### src/design/ddsf_pkg.sv
// shared constants for the synthesizer control front end and its serial host
package ddsf_pkg;
   // master clock and serial link timing
   localparam int CLK_NS = 100;
   localparam int SCLK_HALF_NS = 400;
   localparam int SCLK_HALF_CYC = (SCLK_HALF_NS + CLK_NS - 1) / CLK_NS;
   localparam int DIV_W = 4;
   // datapath widths
   localparam int WORD_BITS = 16;
   localparam int BITCNT_W = 5;
   localparam int ACC_BITS = 28;
   localparam int HALF_BITS = 14;
   localparam int PHASE_BITS = 12;
   // serial word layout: two top bits steer the word
   localparam int DEST_HI = 15;
   localparam int DEST_LO = 14;
   localparam logic [1:0] DEST_CTRL = 2'h0;
   localparam logic [1:0] DEST_FREQ_A = 2'h1;
   localparam logic [1:0] DEST_FREQ_B = 2'h2;
   localparam logic [1:0] DEST_PHASE = 2'h3;
   localparam int PHASE_PICK_POS = 13;
   // control word bit positions
   localparam int CTRL_HALF_POS = 12;
   localparam int CTRL_FREQ_POS = 11;
   localparam int CTRL_PHASE_POS = 10;
   localparam int CTRL_PINSEL_POS = 9;
   localparam int CTRL_SLEEP_POS = 7;
   localparam int CTRL_OE_POS = 5;
   localparam int CTRL_SIGN_POS = 4;
   // reset values of the addressable registers
   localparam logic [WORD_BITS-1:0] CTRL_RST = 16'h0000;
   localparam logic [ACC_BITS-1:0] FREQ_RST = 28'h0000000;
   localparam logic [PHASE_BITS-1:0] PHASE_RST = 12'h000;
   // host register map (byte addresses) and fields
   localparam int ADDR_W = 8;
   localparam logic [ADDR_W-1:0] REG_DATA = 8'h00;
   localparam logic [ADDR_W-1:0] REG_PINS = 8'h04;
   localparam logic [ADDR_W-1:0] REG_STATUS = 8'h08;
   localparam int PIN_FREQ_POS = 0;
   localparam int PIN_PHASE_POS = 1;
   localparam int PIN_RESET_POS = 2;
   localparam int PIN_SLEEP_POS = 3;
   localparam int PINS_W = 4;
   localparam logic [PINS_W-1:0] PINS_RST = 4'h0;
   // synchroniser reset levels; serial clock (bit 0) and strobe (bit 2) idle high
   localparam logic [7:0] SYNC_RST = 8'h05;
   localparam logic [1:0] RESP_OKAY = 2'h0;
   localparam logic [1:0] RESP_SLVERR = 2'h2;
   // host serial engine states
   typedef enum logic [1:0] {
      HS_IDLE = 2'b01,
      HS_SHIFT = 2'b10
   } ddsf_hstate_type;
endpackage : ddsf_pkg

### src/design/ddsf_link_if.sv
// pins between the serial host and the synthesizer front end
`timescale 1ns/10ps
`default_nettype none
interface ddsf_link_if;
   logic sclk;
   logic serial_data_in;
   logic frame_strobe_n;
   logic freq_choice_pin;
   logic phase_choice_pin;
   logic dds_reset;
   logic sleep;
   logic sign_out;
   logic sign_oe_n;
   wire sign_pin;
   // pin level: a released pin reads low, as if pulled down on the board
   assign sign_pin = !sign_oe_n && sign_out;
   modport device (
      input sclk, serial_data_in, frame_strobe_n, freq_choice_pin, phase_choice_pin, dds_reset, sleep,
      output sign_out, sign_oe_n
   );
   modport host (
      output sclk, serial_data_in, frame_strobe_n, freq_choice_pin, phase_choice_pin, dds_reset, sleep,
      input sign_out, sign_oe_n
   );
endinterface : ddsf_link_if
`default_nettype wire

### src/design/ddsf_device.sv
// synthesizer control front end: serial loader, selection, accumulator and sign pin
`timescale 1ns/10ps
`default_nettype none
module ddsf_device (
   input wire logic aclk,
   input wire logic aresetn,
   ddsf_link_if.device link,
   input wire logic comparator_input,
   output logic [ddsf_pkg::PHASE_BITS-1:0] phase_word,
   output logic dac_powerdown,
   output logic [ddsf_pkg::WORD_BITS-1:0] word_count
);
   import ddsf_pkg::*;

   localparam int NSYNC = 8;

   logic [NSYNC-1:0] sync1_r;
   logic [NSYNC-1:0] sync2_r;
   logic [NSYNC-1:0] pin_raw;
   logic sclk_s;
   logic serial_data_in_s;
   logic frame_strobe_n_s;
   logic fpin_s;
   logic ppin_s;
   logic rst_s;
   logic sleep_s;
   logic comp_s;
   logic sclk_prev_r;
   logic sclk_fall;
   logic [WORD_BITS-1:0] shift_r;
   logic [WORD_BITS-1:0] shift_nxt;
   logic [BITCNT_W-1:0] bits_r;
   logic word_done;
   logic [WORD_BITS-1:0] ctrl_r;
   logic [ACC_BITS-1:0] freq_a_r;
   logic [ACC_BITS-1:0] freq_b_r;
   logic [PHASE_BITS-1:0] phase_a_r;
   logic [PHASE_BITS-1:0] phase_b_r;
   logic [ACC_BITS-1:0] acc_r;
   logic use_freq_b;
   logic use_phase_b;
   logic [ACC_BITS-1:0] freq_sel;
   logic [PHASE_BITS-1:0] phase_sel;
   logic sign_out_r;
   logic sign_oe_n_r;
   logic [PHASE_BITS-1:0] phase_word_r;
   logic dac_pd_r;
   logic [WORD_BITS-1:0] count_r;

   // merges a 14-bit half into either end of a 28-bit frequency word
   function automatic logic [ACC_BITS-1:0] merge_half(input logic [ACC_BITS-1:0] old,
                                                      input logic [HALF_BITS-1:0] half,
                                                      input logic upper);
      merge_half = upper ? {half, old[HALF_BITS-1:0]} : {old[ACC_BITS-1:HALF_BITS], half};
   endfunction : merge_half

   ////////////////////////////////////////////////////////////////////////
   // two-stage synchronisers for every pin from outside the master clock
   assign pin_raw = {comparator_input, link.sleep, link.dds_reset, link.phase_choice_pin,
                     link.freq_choice_pin, link.frame_strobe_n, link.serial_data_in, link.sclk};

   genvar gi;
   generate
      for (gi = 0; gi < NSYNC; gi++) begin : g_sync
         always_ff @(posedge aclk) begin
            if (!aresetn) begin
               // idle levels, so release of reset shows no false clock fall or frame start
               sync1_r[gi] <= SYNC_RST[gi];
               sync2_r[gi] <= SYNC_RST[gi];
            end else begin
               sync1_r[gi] <= pin_raw[gi];
               sync2_r[gi] <= sync1_r[gi];
            end
         end
      end
   endgenerate

   // only the second stage is ever read
   assign sclk_s = sync2_r[0];
   assign serial_data_in_s = sync2_r[1];
   assign frame_strobe_n_s = sync2_r[2];
   assign fpin_s = sync2_r[3];
   assign ppin_s = sync2_r[4];
   assign rst_s = sync2_r[5];
   assign sleep_s = sync2_r[6];
   assign comp_s = sync2_r[7];

   ////////////////////////////////////////////////////////////////////////
   // serial loader: data and clock are delayed alike, so the fall samples a settled bit
   always_ff @(posedge aclk) begin
      if (!aresetn) begin
         sclk_prev_r <= 1'b1;
      end else begin
         sclk_prev_r <= sclk_s;
      end
   end

   assign sclk_fall = sclk_prev_r && !sclk_s;
   assign shift_nxt = {shift_r[WORD_BITS-2:0], serial_data_in_s};
   assign word_done = sclk_fall && !frame_strobe_n_s && (bits_r == BITCNT_W'(WORD_BITS - 1));

   // strobe high clears the count, so a high-to-low strobe always begins a fresh word
   always_ff @(posedge aclk) begin
      if (!aresetn) begin
         bits_r <= '0;
         shift_r <= '0;
      end else if (frame_strobe_n_s) begin
         bits_r <= '0;
      end else if (sclk_fall) begin
         shift_r <= shift_nxt;
         bits_r <= word_done ? '0 : bits_r + 1'b1;
      end
   end

   ////////////////////////////////////////////////////////////////////////
   // addressable registers: written only by whole words, never by the reset pin
   always_ff @(posedge aclk) begin
      if (!aresetn) begin
         ctrl_r <= CTRL_RST;
         freq_a_r <= FREQ_RST;
         freq_b_r <= FREQ_RST;
         phase_a_r <= PHASE_RST;
         phase_b_r <= PHASE_RST;
      end else if (word_done) begin
         unique case (shift_nxt[DEST_HI:DEST_LO])
            DEST_CTRL: ctrl_r <= shift_nxt;
            DEST_FREQ_A: freq_a_r <= merge_half(freq_a_r, shift_nxt[HALF_BITS-1:0], ctrl_r[CTRL_HALF_POS]);
            DEST_FREQ_B: freq_b_r <= merge_half(freq_b_r, shift_nxt[HALF_BITS-1:0], ctrl_r[CTRL_HALF_POS]);
            DEST_PHASE: begin
               if (shift_nxt[PHASE_PICK_POS]) begin
                  phase_b_r <= shift_nxt[PHASE_BITS-1:0];
               end else begin
                  phase_a_r <= shift_nxt[PHASE_BITS-1:0];
               end
            end
         endcase
      end
   end

   // words accepted, for software visibility of the link
   always_ff @(posedge aclk) begin
      if (!aresetn) begin
         count_r <= '0;
      end else if (word_done) begin
         count_r <= count_r + 1'b1;
      end
   end

   ////////////////////////////////////////////////////////////////////////
   // register selection: pins are trusted held steady when the pin select bit lets them rule
   assign use_freq_b = ctrl_r[CTRL_PINSEL_POS] ? fpin_s : ctrl_r[CTRL_FREQ_POS];
   assign use_phase_b = ctrl_r[CTRL_PINSEL_POS] ? ppin_s : ctrl_r[CTRL_PHASE_POS];
   assign freq_sel = use_freq_b ? freq_b_r : freq_a_r;
   assign phase_sel = use_phase_b ? phase_b_r : phase_a_r;

   ////////////////////////////////////////////////////////////////////////
   // accumulator: only the increment changes on a switch, never the held phase
   always_ff @(posedge aclk) begin
      if (!aresetn) begin
         acc_r <= '0;
      end else if (rst_s) begin
         acc_r <= '0;
      end else begin
         acc_r <= acc_r + freq_sel;
      end
   end

   // phase modulator output; zero phase maps to midscale downstream
   always_ff @(posedge aclk) begin
      if (!aresetn) begin
         phase_word_r <= '0;
      end else if (rst_s) begin
         phase_word_r <= '0;
      end else begin
         phase_word_r <= acc_r[ACC_BITS-1 -: PHASE_BITS] + phase_sel;
      end
   end

   // converter power-down from pin or control bit, either one suffices
   always_ff @(posedge aclk) begin
      if (!aresetn) begin
         dac_pd_r <= 1'b0;
      end else begin
         dac_pd_r <= sleep_s | ctrl_r[CTRL_SLEEP_POS];
      end
   end

   ////////////////////////////////////////////////////////////////////////
   // sign pin: released unless enabled, source picked by the sign select bit
   always_ff @(posedge aclk) begin
      if (!aresetn) begin
         sign_out_r <= 1'b0;
         sign_oe_n_r <= 1'b1;
      end else begin
         sign_oe_n_r <= !ctrl_r[CTRL_OE_POS];
         sign_out_r <= ctrl_r[CTRL_SIGN_POS] ? comp_s : acc_r[ACC_BITS-1];
      end
   end

   assign link.sign_out = sign_out_r;
   assign link.sign_oe_n = sign_oe_n_r;
   assign phase_word = phase_word_r;
   assign dac_powerdown = dac_pd_r;
   assign word_count = count_r;
endmodule : ddsf_device
`default_nettype wire

### src/flat_wrapper.sv
// flat-port wrapper written by rule: the top's interface ports become plain ports
module ddsf_device_flat import ddsf_pkg::*;
  (aclk, aresetn, comparator_input, phase_word, dac_powerdown, word_count, link_sclk, link_serial_data_in, link_frame_strobe_n, link_freq_choice_pin, link_phase_choice_pin, link_dds_reset, link_sleep, link_sign_out, link_sign_oe_n);
  ddsf_link_if link_i ();
  input wire logic aclk;
  input wire logic aresetn;
  input wire logic comparator_input;
  output logic [ddsf_pkg::PHASE_BITS-1:0] phase_word;
  output logic dac_powerdown;
  output logic [ddsf_pkg::WORD_BITS-1:0] word_count;
  input wire logic [$bits(link_i.sclk)-1:0] link_sclk;
  input wire logic [$bits(link_i.serial_data_in)-1:0] link_serial_data_in;
  input wire logic [$bits(link_i.frame_strobe_n)-1:0] link_frame_strobe_n;
  input wire logic [$bits(link_i.freq_choice_pin)-1:0] link_freq_choice_pin;
  input wire logic [$bits(link_i.phase_choice_pin)-1:0] link_phase_choice_pin;
  input wire logic [$bits(link_i.dds_reset)-1:0] link_dds_reset;
  input wire logic [$bits(link_i.sleep)-1:0] link_sleep;
  output wire logic [$bits(link_i.sign_out)-1:0] link_sign_out;
  output wire logic [$bits(link_i.sign_oe_n)-1:0] link_sign_oe_n;
  assign link_i.sclk = link_sclk;
  assign link_i.serial_data_in = link_serial_data_in;
  assign link_i.frame_strobe_n = link_frame_strobe_n;
  assign link_i.freq_choice_pin = link_freq_choice_pin;
  assign link_i.phase_choice_pin = link_phase_choice_pin;
  assign link_i.dds_reset = link_dds_reset;
  assign link_i.sleep = link_sleep;
  assign link_sign_out = link_i.sign_out;
  assign link_sign_oe_n = link_i.sign_oe_n;
  ddsf_device u_core (.aclk(aclk), .aresetn(aresetn), .link(link_i), .comparator_input(comparator_input), .phase_word(phase_word), .dac_powerdown(dac_powerdown), .word_count(word_count));
endmodule
### config.mk
export PLATFORM = sky130hd
export DESIGN_NAME = ddsf_device_flat
export DESIGN_NICKNAME = d
export VERILOG_FILES = /design/src/design/ddsf_pkg.sv /design/src/design/ddsf_link_if.sv /design/src/design/ddsf_device.sv /design/src/flat_wrapper.sv
export SDC_FILE = /design/constraint.sdc
export NUM_CORES = 1
export LEC_CHECK = 0
export BUFFER_PORTS_ARGS = -buffer_cell sky130_fd_sc_hd__buf_2
export CORE_ASPECT_RATIO = 0.5
export CORE_MARGIN = 2
export CORE_UTILIZATION = 40
export DETAILED_ROUTE_END_ITERATION = 8
export PLACE_DENSITY = 0.54
export SKIP_CTS_REPAIR_TIMING = 1
export SLEW_MARGIN = 15
export SYNTH_ARGS = -nofsm -noshare
export SYNTH_HDL_FRONTEND = slang
export SYNTH_SLANG_ARGS = --single-unit
### constraint.sdc
create_clock -name aclk -period 4.93 [get_ports aclk]
set_clock_uncertainty 0.1 [all_clocks]
set_input_delay 0.2465 -clock aclk [delete_from_list [all_inputs] [get_ports aclk]]
set_output_delay 0.2465 -clock aclk [all_outputs]
set_load 0.05 [all_outputs]
==> results.yml <==
outcome:
  status: "finished, final reports clean"
clocking:
  cts_tree: "yes"
  cts_made_buffers: 17
  clk_path_buf_depth: 2
  root_buffer: "clkbuf_16"
  h-tree-depth: 4
  cts_sinks: 183
  insertion_delay_ns: 0.45
  path_clk_slew_ns: 0.08
floorplan:
  dieArea_um2: 24300
  ios: 41
  die_y_um: 111
  die_w_um: 218
  rows: 39
  initial_utilization: 0.405
  coreArea_um2: 22700
power:
  finalPower_mw: 2.98
  power_density_nw_per_um2: 293
  max-vdd-ir-drop_v: 0.000214
  p_leak_nw: 4.19
global_route:
  grt_overflow: 0
  grt_util_all_layers: 0.186
  antenna_found_initial: 0
  grt_pass1_wl_um: 35000
  grt_max_degree: 142
  grt_pass1_vias: 6448
timing:
  setup_tns_ns: 0
  hold_viol: 0
  tightest_slew_ns: 1.07
  period_minus_slack_ns: 3.74
  fmax_mhz: 268
  maxSlewViolCount: 0
  period_share: 0.758
  setup_slack_ns: 1.19
  setup_viol: 0
  grt_setup_unrepaired: "no"
  slew_headroom: 0.281
yosys:
  yosys_warnings: 0
  synth_flop_cell: "dfxtp_1"
  yosysSeqAreaShare: 0.398
  syn_area_um2: 9190
  syn_inst: 956
  synth_edf_count: 0
  ys_types: 74
  avgSynthCellArea_um2: 9.62
  ys_ff_latch: 183
  ys_async_sr_fraction: 0
  syn_nets: 1011
detailed_routing:
  first_iter_violations: 461
  routedWlPerCell_um: 16.9
  drc: 0
  via_per_inst: 5.19
  ant_nets: 0
  num_vias: 6691
  drt_first_pass_iters: 5
  wl_um: 21800
finish:
  syn2layout_area_growth_pct: 10.8
  layout.nets: 1024
  drive_above_1_share: 0.150
  multiInputGateArea_um2: 5170
  layout_common_cells: "183 x dfxtp_1, 87 x nand2_1, 85 x nor2b_1"
  num-fill-cells: 2205
  antenna_cells: 0
  final_common_cell: "dfxtp_1"
  seqCellArea_um2: 3660
critical_path:
  end_kind: "flop"
  crit_required_ns: 5.14
  crit_arrival_ns: 3.94
  cp-start-kind: "flop"
  crit_path_max_fanout: 15
  crit_type: "flop to flop"
place:
  gp_congestion: 0.853
  port_buffers: 40
  pre_cts_ws_ns: 1.20
  dp_hpwl_um: 15100
min_path:
  hp-class: "input pin to flop"
run:
  drv_cap: 0
-- stage by stage --
stage	util	cell area [um2]	hold slack [ns]	instances
6_report	0.449	10200	0.213	1289
5_1_grt	0.449	10200	0.264	1289
4_1_cts	0.445	10100	-0.149	1281
3_5_place_dp	0.418	9500	0.298	1249
3_3_place_gp	0.418	9500	0.297	1249
2_1_floorplan	-	9190	0.248	956
-- cells by family (layout without fill, tap and decap cells) --
| family | count (synthesis) | after routing | share of synthesized area |
|---|---|---|---|
| AND/OR/NAND/NOR | 352 | 352 | 0.215 |
| flip-flops | 183 | 183 | 0.398 |
| AO/OA/AOI/OAI | 151 | 151 | 0.115 |
| multiplexers | 122 | 122 | 0.139 |
| buffers and inverters | 72 | 98 | 0.0396 |
| adder cells (fa/ha/maj) | 45 | 45 | 0.0629 |
| XOR/XNOR | 31 | 31 | 0.0295 |
-- layout make-up --
class	count	area share
well taps	307	0.0377
multi-input cells	701	0.507
flip-flops and latches	183	0.360
clock inverters	15	0.0179
clock buffers	17	0.0418
repair buffers	51	0.0303
inverters	15	0.00553
-- synthesized netlist by cell type, types with 5 or more instances --
library cell,count,share of area
buf_2,16,0.0087
buf_4,5,0.0041
o21bai_1,5,0.0041
o211ai_1,7,0.0057
nand2b_1,14,0.0095
o21ai_0,22,0.012
dfxtp_1,183,0.40
nor2_1,37,0.015
mux2i_1,83,0.090
ha_1,43,0.059
nor2b_1,85,0.058
inv_1,15,0.0061
clkbuf_1,28,0.011
nor3_1,25,0.014
a21oi_1,38,0.021
nand3_1,14,0.0076
nand4_1,12,0.0082
xor2_1,13,0.012
mux2_2,38,0.047
a21boi_0,28,0.023
a21o_1,9,0.0073
o21a_1,11,0.0090
nand2_1,87,0.036
xnor2_1,18,0.017
and2_1,28,0.019
buf_6,6,0.0073
-- path summary, 6_finish.rpt --
path / startpoint / endpoint / slack [ns] / cells past startpoint
worst max-delay path: u_core.ctrl_r[9] / u_core.acc_r[26] / 1.19 / 9
worst min-delay path: aresetn / u_core.sclk_s / 0.21 / 2
worst max register to register: u_core.ctrl_r[9] / u_core.acc_r[26] / 1.19 / 9
worst min register to register: u_core.sync1_r[0] / u_core.sclk_s / 0.31 / 1
-- power by group --
part / internal [mW] / leakage, nW / switching [mW]
clock network: 0.771 / 0.299 / 0.665
registers: 1.48 / 1.48 / 0.00358
logic: 0.0250 / 2.42 / 0.0319
total: 2.28 / 4.19 / 0.701
-- worst max-delay path, cell delays in order, from the launching register on --
cell      delay, ns
dfxtp_1        0.43
mux2i_4        0.62
buf_4          0.36
mux2_2         0.37
ha_1           0.44
nand4_1        0.27
or4_1          0.51
a211oi_2       0.25
o31ai_1        0.08
nor3b_2        0.15
-- layer usage --
metal  GRT usage  up-vias  wire, um
met2       0.274      114      9240
met3      0.0354       22       811
met1       0.271     3204     11400
li1            -     3351         -
met4      0.0626        0       330
met5           0        -         0
-- flip-flops by register name, summed over array words and instances (netlist names), 5 cells and up --
signal,cells
u_core.sync1_r,8
u_core.phase_b_r,12
u_core.phase_word,12
u_core.shift_r,15
u_core.ctrl_r,7
u_core.acc_r,28
u_core.freq_a_r,28
u_core.freq_b_r,28
u_core.word_count,16
u_core.bits_r,5
u_core.phase_a_r,12
Power figures use the tool's default switching activity.
